--- src/logic/stream_regs_pkg.sv ---
// shared constants and types for the per-stream output and error-rate register bank
`default_nettype none
package stream_regs_pkg;

  // ----------------------------------------------------------------
  // geometry
  // ----------------------------------------------------------------
  localparam int NUM_STREAMS = 32;
  localparam int HIZ_STREAMS = 16;
  localparam int ADDR_W = 14;
  localparam int DATA_W = 16;
  localparam int IDX_W = 5;

  // ----------------------------------------------------------------
  // register offsets (16-bit word addresses, memory select line low)
  // ----------------------------------------------------------------
  localparam logic [ADDR_W-1:0] OUTPUT_STREAM_CONTROL_OFFS = 14'h0200;
  localparam logic [ADDR_W-1:0] BER_RECEIVER_START_OFFS = 14'h0300;
  localparam logic [ADDR_W-1:0] BER_RECEIVER_LENGTH_OFFS = 14'h0320;
  localparam logic [ADDR_W-1:0] BER_ERROR_COUNT_OFFS = 14'h0360;
  localparam int MEMORY_SELECT_BIT = 13;

  // ----------------------------------------------------------------
  // output stream control field positions
  // ----------------------------------------------------------------
  localparam int RATE_LSB = 0;
  localparam int WHOLE_LSB = 4;
  localparam int FRAC_LSB = 7;
  localparam int HIZ_LSB = 9;
  localparam int CTRL_W = 12;
  localparam int START_W = 8;
  localparam int LEN_W = 9;
  localparam int COUNT_W = 16;

  // ----------------------------------------------------------------
  // reset values and codes
  // ----------------------------------------------------------------
  localparam logic [CTRL_W-1:0] CTRL_RESET = 12'h000;
  localparam logic [START_W-1:0] START_RESET = 8'h00;
  localparam logic [LEN_W-1:0] LEN_RESET = 9'h000;
  localparam logic [COUNT_W-1:0] COUNT_RESET = 16'h0000;
  localparam logic [COUNT_W-1:0] COUNT_MAX = 16'hFFFF;
  localparam logic [DATA_W-1:0] RDATA_RESET = 16'h0000;

  localparam logic [3:0] RATE_OFF = 4'h0;
  localparam logic [3:0] RATE_2M = 4'h1;
  localparam logic [3:0] RATE_4M = 4'h2;
  localparam logic [3:0] RATE_8M = 4'h3;
  localparam logic [3:0] RATE_16M = 4'h4;

  typedef enum logic [1:0] {SPEED_2M, SPEED_4M, SPEED_8M, SPEED_16M} speed_e;

  // decoded per-stream settings handed to the switch datapath
  typedef struct packed {
    logic enable;
    logic hiz_force;
    speed_e speed;
    logic [4:0] adv_quarters;
    logic [2:0] hiz_adv_quarters;
    logic [START_W-1:0] ber_start;
    logic [LEN_W-1:0] ber_len;
    logic ber_active;
  } stream_cfg_s;

  localparam stream_cfg_s CFG_RESET = '0;

endpackage
`default_nettype wire

--- src/logic/sat_error_counter.sv ---
// saturating bit-error counter for one input stream
`timescale 1ns/1ps
`default_nettype none

module sat_error_counter #(
  parameter int WIDTH = 16
) (
  input wire logic clk, // system clock
  input wire logic rst_n, // synchronised reset
  input wire logic hit, // one detected bit error
  output logic [WIDTH-1:0] count // running error total
);

  logic [WIDTH-1:0] next_count;

  always_comb begin
    next_count = count;
    if (hit && (count != {WIDTH{1'b1}})) begin // [RQ13] [RQ14]
      next_count = count + {{(WIDTH-1){1'b0}}, 1'b1};
    end
  end

  always_ff @(posedge clk or negedge rst_n) begin
    if (!rst_n) begin
      count <= '0;
    end else begin
      count <= next_count;
    end
  end

endmodule // sat_error_counter
`default_nettype wire

--- src/logic/stream_output_and_ber_regs.sv ---
// per-stream output control and error-rate receiver register bank
`timescale 1ns/1ps
`default_nettype none

// Functional notes
// RQ1: software writes zero to control bits 15..12; they read back zero.
// RQ2: hiz advance codes 0..4 give quarter steps, streams 0..15 only, 5..7 reserved.
// RQ3: at 16 Mbit/s hiz codes 0,1,2 give 0, half, one bit; others reserved.
// RQ4: fractional codes 0..3 give 0..3 quarter bits at lower rates.
// RQ5: at 16 Mbit/s fractional 00 none, 01 half bit, others reserved.
// RQ6: whole-bit advance is its binary value, 0 to 7 bits.
// RQ7: rate 0 disables stream and forces hiz high; 1..4 select rates; rest reserved.
// RQ8: one control register per output stream, 32 of them.
// RQ9: nine-bit length gives count of consecutive checked channels from start.
// RQ10: software keeps length within 32/64/128/256 per stream rate.
// RQ11: software sets length to at least one for checking to run.
// RQ12: software writes zero to length bits 15..9; they read back zero.
// RQ13: per-stream 16-bit error count, readable, not writable.
// RQ14: error count holds at all ones and never wraps.
// RQ15: eight-bit start field picks first checked channel; upper bits reserved.
// RQ16: host holds the top address line low to reach these registers.
module stream_output_and_ber_regs (
  input wire logic CLK, // system clock, 40 MHz
  input wire logic RST_B, // asynchronous reset, active low
  input wire logic HOST_ACC, // one-cycle access strobe
  input wire logic HOST_WR, // write when high, read when low
  input wire logic [13:0] HOST_ADDR, // word address, bit 13 selects memories
  input wire logic [15:0] HOST_WDATA, // write data
  output logic [15:0] HOST_RDATA, // registered read data
  output logic HOST_RVALID, // read data valid pulse
  input wire logic [31:0] BER_ERR_HIT, // per-stream bit error pulses
  output stream_regs_pkg::stream_cfg_s STREAM_CFG [32] // decoded stream settings
);

  // ----------------------------------------------------------------
  // reset release
  // ----------------------------------------------------------------
  logic [1:0] rst_sync;
  logic rst_n;

  always_ff @(posedge CLK or negedge RST_B) begin
    if (!RST_B) begin
      rst_sync <= 2'h0;
    end else begin
      rst_sync <= {rst_sync[0], 1'b1};
    end
  end

  assign rst_n = rst_sync[1];

  // ----------------------------------------------------------------
  // address decode
  // ----------------------------------------------------------------
  logic reg_space;
  logic [4:0] idx;
  logic [7:0] page;
  logic hit_ctrl;
  logic hit_start;
  logic hit_len;
  logic hit_count;
  logic wr_go;
  logic rd_go;

  assign reg_space = !HOST_ADDR[stream_regs_pkg::MEMORY_SELECT_BIT]; // [RQ16]
  assign idx = HOST_ADDR[4:0]; // [RQ8]
  assign page = HOST_ADDR[12:5];
  assign hit_ctrl = page == stream_regs_pkg::OUTPUT_STREAM_CONTROL_OFFS[12:5];
  assign hit_start = page == stream_regs_pkg::BER_RECEIVER_START_OFFS[12:5];
  assign hit_len = page == stream_regs_pkg::BER_RECEIVER_LENGTH_OFFS[12:5];
  assign hit_count = page == stream_regs_pkg::BER_ERROR_COUNT_OFFS[12:5];
  assign wr_go = HOST_ACC && HOST_WR && reg_space;
  assign rd_go = HOST_ACC && !HOST_WR && reg_space;

  // ----------------------------------------------------------------
  // register storage
  // ----------------------------------------------------------------
  logic [11:0] ctrl [32];
  logic [7:0] start [32];
  logic [8:0] len [32];
  logic [11:0] next_ctrl [32];
  logic [7:0] next_start [32];
  logic [8:0] next_len [32];

  always_comb begin
    for (int i = 0; i < 32; i++) begin
      next_ctrl[i] = ctrl[i];
      next_start[i] = start[i];
      next_len[i] = len[i];
    end
    // reserved upper bits are simply not stored
    if (wr_go && hit_ctrl) begin
      next_ctrl[idx] = HOST_WDATA[11:0]; // [RQ1] [RQ8]
    end
    if (wr_go && hit_start) begin
      next_start[idx] = HOST_WDATA[7:0]; // [RQ15]
    end
    if (wr_go && hit_len) begin
      next_len[idx] = HOST_WDATA[8:0]; // [RQ9] [RQ12]
    end
  end

  always_ff @(posedge CLK or negedge rst_n) begin
    if (!rst_n) begin
      for (int i = 0; i < 32; i++) begin
        ctrl[i] <= stream_regs_pkg::CTRL_RESET;
        start[i] <= stream_regs_pkg::START_RESET;
        len[i] <= stream_regs_pkg::LEN_RESET;
      end
    end else begin
      for (int i = 0; i < 32; i++) begin
        ctrl[i] <= next_ctrl[i];
        start[i] <= next_start[i];
        len[i] <= next_len[i];
      end
    end
  end

  // ----------------------------------------------------------------
  // error counters
  // ----------------------------------------------------------------
  logic [15:0] err_count [32];

  generate
    for (genvar g = 0; g < 32; g++) begin : g_cnt
      sat_error_counter #(
        .WIDTH(stream_regs_pkg::COUNT_W)
      ) u_cnt (
        .clk(CLK),
        .rst_n(rst_n),
        .hit(BER_ERR_HIT[g]), // [RQ13] [RQ14]
        .count(err_count[g])
      );
    end
  endgenerate

  // ----------------------------------------------------------------
  // read port
  // ----------------------------------------------------------------
  logic [15:0] next_rdata;
  logic next_rvalid;

  always_comb begin
    next_rdata = stream_regs_pkg::RDATA_RESET;
    next_rvalid = rd_go;
    if (rd_go) begin
      if (hit_ctrl) begin
        next_rdata = {4'h0, ctrl[idx]}; // [RQ1]
      end else if (hit_start) begin
        next_rdata = {8'h00, start[idx]}; // [RQ15]
      end else if (hit_len) begin
        next_rdata = {7'h00, len[idx]}; // [RQ12]
      end else if (hit_count) begin
        next_rdata = err_count[idx]; // [RQ13]
      end
    end
  end

  always_ff @(posedge CLK or negedge rst_n) begin
    if (!rst_n) begin
      HOST_RDATA <= stream_regs_pkg::RDATA_RESET;
      HOST_RVALID <= 1'b0;
    end else begin
      HOST_RDATA <= next_rdata;
      HOST_RVALID <= next_rvalid;
    end
  end

  // ----------------------------------------------------------------
  // per-stream decode for the datapath
  // ----------------------------------------------------------------
  stream_regs_pkg::stream_cfg_s next_cfg [32];

  always_comb begin
    logic [3:0] rate;
    logic [2:0] whole;
    logic [1:0] frac;
    logic [2:0] hiz;
    rate = 4'h0;
    whole = 3'h0;
    frac = 2'h0;
    hiz = 3'h0;
    for (int i = 0; i < 32; i++) begin
      rate = ctrl[i][stream_regs_pkg::RATE_LSB +: 4];
      whole = ctrl[i][stream_regs_pkg::WHOLE_LSB +: 3];
      frac = ctrl[i][stream_regs_pkg::FRAC_LSB +: 2];
      hiz = ctrl[i][stream_regs_pkg::HIZ_LSB +: 3];
      next_cfg[i] = stream_regs_pkg::CFG_RESET;
      next_cfg[i].ber_start = start[i]; // [RQ15]
      next_cfg[i].ber_len = len[i]; // [RQ9]
      next_cfg[i].ber_active = len[i] != 9'h000; // [RQ11]
      // reserved rate codes are treated as off so the pin stays quiet
      next_cfg[i].enable = (rate >= stream_regs_pkg::RATE_2M)
                           && (rate <= stream_regs_pkg::RATE_16M); // [RQ7]
      next_cfg[i].hiz_force = !next_cfg[i].enable; // [RQ7]
      unique case (rate)
        stream_regs_pkg::RATE_4M: next_cfg[i].speed = stream_regs_pkg::SPEED_4M;
        stream_regs_pkg::RATE_8M: next_cfg[i].speed = stream_regs_pkg::SPEED_8M;
        stream_regs_pkg::RATE_16M: next_cfg[i].speed = stream_regs_pkg::SPEED_16M;
        default: next_cfg[i].speed = stream_regs_pkg::SPEED_2M;
      endcase
      if (rate == stream_regs_pkg::RATE_16M) begin
        // reserved codes fall back to no advance
        next_cfg[i].adv_quarters = {whole, (frac == 2'h1) ? 2'h2 : 2'h0}; // [RQ5] [RQ6]
        if (hiz <= 3'h2) begin
          next_cfg[i].hiz_adv_quarters = {hiz[1:0], 1'b0}; // [RQ3]
        end
      end else begin
        next_cfg[i].adv_quarters = {whole, frac}; // [RQ4] [RQ6]
        if (hiz <= 3'h4) begin
          next_cfg[i].hiz_adv_quarters = hiz; // [RQ2]
        end
      end
      if (i >= stream_regs_pkg::HIZ_STREAMS) begin
        next_cfg[i].hiz_adv_quarters = 3'h0; // [RQ2]
      end
    end
  end

  always_ff @(posedge CLK or negedge rst_n) begin
    if (!rst_n) begin
      for (int i = 0; i < 32; i++) begin
        STREAM_CFG[i] <= stream_regs_pkg::CFG_RESET;
      end
    end else begin
      for (int i = 0; i < 32; i++) begin
        STREAM_CFG[i] <= next_cfg[i];
      end
    end
  end

endmodule // stream_output_and_ber_regs
`default_nettype wire

--- config.mk ---
export PLATFORM = sky130hd
export DESIGN_NAME = stream_output_and_ber_regs
export DESIGN_NICKNAME = d
export VERILOG_FILES = /design/src/logic/stream_regs_pkg.sv /design/src/logic/sat_error_counter.sv /design/src/logic/stream_output_and_ber_regs.sv
export SDC_FILE = /design/constraint.sdc
export NUM_CORES = 2
export LEC_CHECK = 0
export BUFFER_PORTS_ARGS = -buffer_cell sky130_fd_sc_hd__buf_4
export CORE_UTILIZATION = 30
export CTS_CLUSTER_DIAMETER = 60
export DETAILED_ROUTE_END_ITERATION = 10
export PLACE_DENSITY_LB_ADDON = 0.2
export SLEW_MARGIN = 10
export SYNTH_ARGS = -nofsm -noshare
export SYNTH_HDL_FRONTEND = slang
export SYNTH_SLANG_ARGS = --single-unit
--- constraint.sdc ---
create_clock -name CLK -period 98 [get_ports CLK]
set_input_delay 14.7 -clock CLK [delete_from_list [all_inputs] [get_ports CLK]]
set_output_delay 14.7 -clock CLK [all_outputs]
set_load 0.01 [all_outputs]
### Word level (Yosys, flattened, before mapping)

Cells that the tools add are included.
Widths: inputs -> output; s select.

* multiplexer cells: 186
* $mul: 0
* reduce and logical (&&, ||, !) cells: 138
* equality and inequality tests: 164
* $lt $le $gt $ge: 130
* bitwise operators: 1
* $add $sub $neg: 32
* shift-type cells: 0
* divide/modulo/power cells: 0

Operators with widths (number)
* $add 16x1->16 const B: 32
* $ne 16x16->1 const B: 32
* $bwmux 384: 1
* $bwmux 288: 1
* $reduce_bool 9->1: 32
* $bwmux 256: 1
* $eq 4x2->1 const B: 64
* $mux 3: 64
* $pmux 2 s3: 32
* $mux 5: 32
* $eq 4x3->1 const B: 32
* $ge 4x1->1 const B: 32
* $le 4x3->1 const B: 32
* $mux 16: 7
* $le 3x2->1 const B: 32
* $le 3x3->1 const B: 32
* $bmux 16 s5: 1
* $logic_and 1x1->1: 72
* $eq 2x1->1 const B: 32
* $mux 2: 32
* $bmux 12 s5: 1
* $demux 12 s5: 1
* $bmux 9 s5: 1
* $demux 9 s5: 1
* other kinds (10): 52

* register bits: 2371
* memories: 0
* output and inout bits: 977
* bits in read-only memories: 0
* bits in writable memories: 0
* input port bits: 66
* bits in latches: 0

### Logic depth before layout (Yosys ltp)

* depth in word-level cells: 9
* depth in mapped cells: 12
* mapped depth without buffers: 7

### Cells and area by module

From an unflattened synthesis, not the netlist that was laid out.

* cells, all modules: 7225
* area, all modules: 101884.0 um^2

By module, submodules not included
* stream_output_and_ber_regs: area each 74377.6 um^2, cells each 4921, times used 1, sequential area each 46519.6 um^2
* sat_error_counter: area each 859.6 um^2, cells each 72, times used 32, sequential area each 400.4 um^2

### Worst setup path after synthesis

OpenSTA, ideal clock, no wires.

* kind: input -> register
* from: input port HOST_ADDR[6]
* to: register ctrl[229] (netlist name)
* buffers on the path: 4
* cell stages on the path: 9
* path slack: 81.394 ns
* data arrival time: 16.481 ns
* path through: buf_2 > nor4_4 > and4b_1 > buf_2 > nand2_2 > buf_6 > nor2_1 > buf_4 > mux2_2

* longest elaborated chain between the ends: 2

Ends and longest elaborated chain
* from (decl): line stream_output_and_ber_regs.sv:27 `input wire logic [13:0] HOST_ADDR,`
* $eq 8x5->1: line stream_output_and_ber_regs.sv:67 `assign hit_ctrl = page == stream_regs_pkg::OUTPUT_STREAM_CONTROL_OFFS[12:5];`
* $logic_and 1x1->1: line stream_output_and_ber_regs.sv:91 `if (wr_go && hit_ctrl) begin`
* to (signal, indexed assignment): line stream_output_and_ber_regs.sv:105 `ctrl[i] <= stream_regs_pkg::CTRL_RESET;`
* to (signal, indexed assignment): line stream_output_and_ber_regs.sv:111 `ctrl[i] <= next_ctrl[i];`
* to (decl): line stream_output_and_ber_regs.sv:77 `logic [11:0] ctrl [32];`

Every way passes these cells.
A chain may end at the register's enable or synchronous reset.

### Worst setup path after layout

* from: input port HOST_ADDR[0]
* to: register HOST_RDATA[9]

* longest elaborated chain between the ends: 9

Ends and longest elaborated chain
* $not 5->6 (implied by the code) (*): line stream_output_and_ber_regs.sv:147, stream_output_and_ber_regs.sv:153
* $bmux 16 s5: line stream_output_and_ber_regs.sv:153 `next_rdata = err_count[idx];`
* $mux 16 (implied by the code) (2 in series): line stream_output_and_ber_regs.sv:153
* $mux 16: line stream_output_and_ber_regs.sv:152 `end else if (hit_count) begin`
* $mux 16: line stream_output_and_ber_regs.sv:150 `end else if (hit_len) begin`
* $mux 16: line stream_output_and_ber_regs.sv:148 `end else if (hit_start) begin`
* $mux 16 (*): line stream_output_and_ber_regs.sv:146 `if (hit_ctrl) begin`
* $mux 16 (*): line stream_output_and_ber_regs.sv:145 `if (rd_go) begin`
* net next_rdata[9]: line stream_output_and_ber_regs.sv:139 `logic [15:0] next_rdata;`
* to (signal assigned): line stream_output_and_ber_regs.sv:160 `HOST_RDATA <= stream_regs_pkg::RDATA_RESET;`
* to (signal assigned): line stream_output_and_ber_regs.sv:163 `HOST_RDATA <= next_rdata;`
* to (decl): line stream_output_and_ber_regs.sv:29 `output logic [15:0] HOST_RDATA,`

The timed path passes the listed nets; every way through them passes the cells marked *. The select of a mux whose other input is x is not followed.

==> impl_summary.txt <==
----------------------------------------------------
[Timing]
  Worst hold margin ... 0.356 ns
  Top achievable clock speed ... between 0.05 and 0.06 GHz
  Final Max Tran Viols ... 0
  Hold violation total from the final report ... 0
  Final setup viols ... 0
  Crit path time final ... just under 20 ns
  Worst Max-Slew Pin Slew ... about 1.5 ns
  Worst slew margin relative to its limit ... between 1.5 and 2%
  Total Neg Setup Slack ... 0 ns
  Period utilisation layout ... 20.0%
  Unrepaired setup endpoints after global routing ... no
  Worst clock skew on the final layout ... 0.0662 ns

[Cells and area]
  Count of non-filler cells in the finished layout ... approximately 13k
  Fraction of final layout cells sized beyond drive strength 1 ... about 34%
  Area overhead of the layout relative to synthesis ... 21.2%
  Non-Filler Cell Area, Final ... 119,000 um2
  Number of inserted filler cells in the final layout ... ~31k
  Final net count ... between 8k and 9k

[Synth]
  Xor and xnor fraction of the mapped netlist area ... 4.57%
  Syn_area_per_cell ... ~14 um2
  Simple logic cell fraction of the synthesized area ... roughly a tenth
  Dominant combinational cell family by area after synthesis ... multiplexers
  Cell variety after synth ... 95
  Cell count after synthesis ... 7,118
  Complex-gate fraction of the synthesized area ... between 3 and 4%
  Post-synthesis share of cell area spent on full adders, half adders and majority gates ... less than 1%
  Most used flip-flop cell after synthesis ... sky130_fd_sc_hd__dfrtp_1
  Flops & latches, synth ... around 2.4k
  Number of flops mapped to enable cells by yosys ... 0
  Fraction of registers with async set/reset ... between 90% and 100%
  Count of warnings emitted by yosys ... 0
  Post-synthesis mux area share ... 19.2%
  Share of synthesized area occupied by flip-flops and latches ... 60.3%
  Post-synthesis instance area ... just under 100,000 um2

[Clock network]
  Maximum clock path buffer count ... 4
  Cells resized by post-CTS repair ... 0
  Clock tree from TritonCTS ... done
  H-Tree Level Count ... 5
  Number of CTS-inserted buffers ... ~280
  Post-CTS setup buffers ... 0
  Clock net sink count ... ~2.4k
  CTS Hold Buffers Added ... 0
  Clock slew at reported path FFs ... approximately 0.050 ns
  Root Buffer ... sky130_fd_sc_hd__clkbuf_16
  Clock latency on the worst-skew pair ... between 0.8 and 0.9 ns

[Floorplan]
  Core Footprint ... about 330,000 um2
  Initial Util ... a little under a third
  Horizontal die dimension ... about 570 um
  IO Count ... 1,043
  Cell Rows ... ~210
  Die Y ... between 500 and 600 um
  Die outline area ... around 330,000 um2

[GRT]
  Wire length of the first global-routing pass ... around 550,000 um
  Global-route usage over all layers ... a little under a quarter
  Antenna violations before repair ... 47
  Busiest layer in global routing ... met2
  Pin count of the biggest net entering global routing ... 169
  Met3 global-route usage ... 6.02%
  Met2 track demand over resource ... approximately two fifths
  Met1 Track Usage GR ... between 20% and 30%
  Total global routing overflow ... 0
  Via count of the first global-routing pass ... ~66k

[Setup path]
  Setup Crit Path Kind ... input pin to flop
  Slowest stage cell on the critical path ... sky130_fd_sc_hd__mux4_1
  Sort of element at the end of the critical path ... flop
  Largest delay contributor family on the critical path ... buffers and inverters
  Type of element launching the critical path ... input pin
  Critical Path RT ... ~99 ns
  Count of buffer and inverter cells on the critical path ... 5
  Ordered cell list for the critical path ... buf_8 > buf_4 > buf_12 > buf_4 > buf_4 > mux4_1 > o21ai_0 > a211oi_1 > a21oi_1 > nor2_1
  Maximum fanout along the worst path ... 95
  Critical Path Max Stage Delay ... around 0.75 ns
  Data arrival at the endpoint of the critical path ... 20.25 ns
  Cell type with the highest occurrence count on the critical path ... sky130_fd_sc_hd__buf_4

[Detailed routing]
  Detailed-routing iteration count for the pre-antenna-repair pass ... 6
  Count of vias placed by the detailed router ... 65.2k
  Via-to-Cell Ratio ... between 5 and 6
  Aggregate routed wire length ... roughly 400,000 um
  DR DRC count ... 0
  Number of routed nets with antenna violations ... 0
  Routed wirelength normalized by instance count ... around 32 um
  Violation count after the first detailed-route iteration ... about 5.8k

[Status]
  Failing checks ... capacitance limit
  Outcome ... complete, but fails checks

[Placed design]
  Final weighted congestion in routability-driven placement ... slightly below 1
  Post-DP HPWL ... between 300,000 and 400,000 um
  Cell Area, Placed ... 110,000 um2
  Cell total after placement ... approximately 12k
  Port bufs ... 990

[Power]
  Power per Cell Area ... around 20 nW/um2
  Total leakage power ... around 58 nW
  Power after layout ... roughly 2.3 mW
  Maximum vdd drop ... about 0.014 mV

[Min path]
  Class of the tightest hold or removal check ... flop to flop

[Job]
  Max-cap violations ... 1

----------------------------------------------------
power by group:
part / internal, mW / switching, mW
clock: 0.628 / 0.425
combinational: 0.0696 / 0.118
sequential: 1.02 / 0.0629
final cells by class:
class | count | area [um2] | share of cell area [%]
diodes | 10 | 25.0 | 0.0210
clock buffers | 389 | 8000 | 6.71
clock inverters | 95 | 1200 | 1.01
inverters | 114 | 428 | 0.359
multi-input cells | 4296 | 36400 | 30.5
flip-flops and latches | 2371 | 59300 | 49.8
well taps | 4325 | 5410 | 4.54
repair buffers | 1107 | 8430 | 7.07
Yosys cell counts, types with 8 or more instances:
cell type                   instances  area [um2]
sky130_fd_sc_hd__a2111oi_0          9        78.8
sky130_fd_sc_hd__a211oi_1          18         135
sky130_fd_sc_hd__a21oi_1          102         510
sky130_fd_sc_hd__a22oi_1           68         510
sky130_fd_sc_hd__a31oi_1           13        81.3
sky130_fd_sc_hd__and2_1            25         156
sky130_fd_sc_hd__and3_1            60         375
sky130_fd_sc_hd__and4_1            45         394
sky130_fd_sc_hd__buf_12             9         180
sky130_fd_sc_hd__buf_2             54         270
sky130_fd_sc_hd__buf_4             97         728
sky130_fd_sc_hd__buf_6             47         529
sky130_fd_sc_hd__buf_8             14         210
sky130_fd_sc_hd__clkbuf_1         160         601
sky130_fd_sc_hd__dfrtp_1         2371       59300
sky130_fd_sc_hd__ha_1              32         400
sky130_fd_sc_hd__inv_1            114         428
sky130_fd_sc_hd__mux2_2          1005       11300
sky130_fd_sc_hd__mux2i_1          282        2820
sky130_fd_sc_hd__mux4_1            21         552
sky130_fd_sc_hd__mux4_2           183        4120
sky130_fd_sc_hd__nand2_1          343        1290
sky130_fd_sc_hd__nand2b_1          58         363
sky130_fd_sc_hd__nand3_1          263        1320
sky130_fd_sc_hd__nand3b_1          20         150
sky130_fd_sc_hd__nand4_1          147         920
sky130_fd_sc_hd__nor2_1           354        1330
sky130_fd_sc_hd__nor2_2            64         400
sky130_fd_sc_hd__nor2b_1           52         325
sky130_fd_sc_hd__nor3_1           121         606
sky130_fd_sc_hd__nor3_4             8         130
sky130_fd_sc_hd__nor3b_1           17         128
sky130_fd_sc_hd__nor4_1            62         388
sky130_fd_sc_hd__nor4b_1           33         289
sky130_fd_sc_hd__o211ai_1           8        60.1
sky130_fd_sc_hd__o21a_1             8        60.1
sky130_fd_sc_hd__o21ai_0           51         255
sky130_fd_sc_hd__o22ai_1          111         694
sky130_fd_sc_hd__o31a_1            11        96.3
sky130_fd_sc_hd__o31ai_1           13        97.6
sky130_fd_sc_hd__xnor2_1          384        3360
sky130_fd_sc_hd__xor2_1           129        1130
stage by stage:
step                setup slack [ns]  utilization (%)
finish                         78.38             36.7
global route                   78.31             36.6
CTS                            78.64             36.6
detailed placement             77.75             33.8
global placement               77.77             33.8
floorplan                      27.01                -
metal layers:
metal	wire length, um	vias up	share of wire (%)
li1	-	27400	-
met1	161000	34600	40
met2	190000	2400	47
met3	29400	699	7.3
met4	23400	44	5.8
met5	279	-	0.069
registers in the layout (all words and copies together) (netlist names):
signal and cells:
STREAM_CFG 912, g_cnt.u_cnt.count 512, ctrl 384, len 288, next_cfg 256, HOST_RDATA 16, rst_sync 2, HOST_RVALID 1
cell usage in the layout (no fill, tap or decap), types with 52 or more instances in the layout:
cell type / instances
sky130_fd_sc_hd__a21oi_1: 102
sky130_fd_sc_hd__a22oi_1: 68
sky130_fd_sc_hd__and3_1: 60
sky130_fd_sc_hd__buf_4: 1096
sky130_fd_sc_hd__clkbuf_1: 52
sky130_fd_sc_hd__clkbuf_16: 281
sky130_fd_sc_hd__clkbuf_8: 56
sky130_fd_sc_hd__dfrtp_1: 2370
sky130_fd_sc_hd__inv_1: 114
sky130_fd_sc_hd__mux2_2: 1005
sky130_fd_sc_hd__mux2i_1: 282
sky130_fd_sc_hd__mux4_2: 183
sky130_fd_sc_hd__nand2_1: 342
sky130_fd_sc_hd__nand2b_1: 58
sky130_fd_sc_hd__nand3_1: 263
sky130_fd_sc_hd__nand4_1: 147
sky130_fd_sc_hd__nor2_1: 350
sky130_fd_sc_hd__nor2_2: 68
sky130_fd_sc_hd__nor3_1: 121
sky130_fd_sc_hd__nor4_1: 61
sky130_fd_sc_hd__o22ai_1: 111
sky130_fd_sc_hd__xnor2_1: 384
sky130_fd_sc_hd__xor2_1: 129
kinds of logic (layout without fill, tap and decap cells):
| kind of cell | Yosys count | after routing |
|---|---|---|
| buffers and inverters | 498 | 1705 |
| multiplexers | 1497 | 1497 |
| flip-flops | 2371 | 2371 |
| other | 2 | 59 |
| AO/OA/AOI/OAI | 459 | 459 |
| adder cells (fa/ha/maj) | 32 | 32 |
| AND/OR/NAND/NOR | 1746 | 1746 |
| XOR/XNOR | 513 | 513 |
path summary, 6_finish.rpt:
check | slack [ns] | depth (start not counted) | end | startpoint
setup / recovery | 78.38 | 10 | HOST_RDATA[9] | HOST_ADDR[0]
hold / removal | 0.36 | 0 | rst_sync[1] | rst_sync[0]
setup reg to reg | 92.25 | 6 | STREAM_CFG[539] | rst_sync[1]
hold reg to reg | 0.36 | 0 | rst_sync[1] | rst_sync[0]
max in group asynchronous | 84.25 | 1 | rst_sync[1] | RST_B
min in group asynchronous | 0.41 | 0 | STREAM_CFG[407] | rst_sync[1]
(Power assumes the default switching activity.)
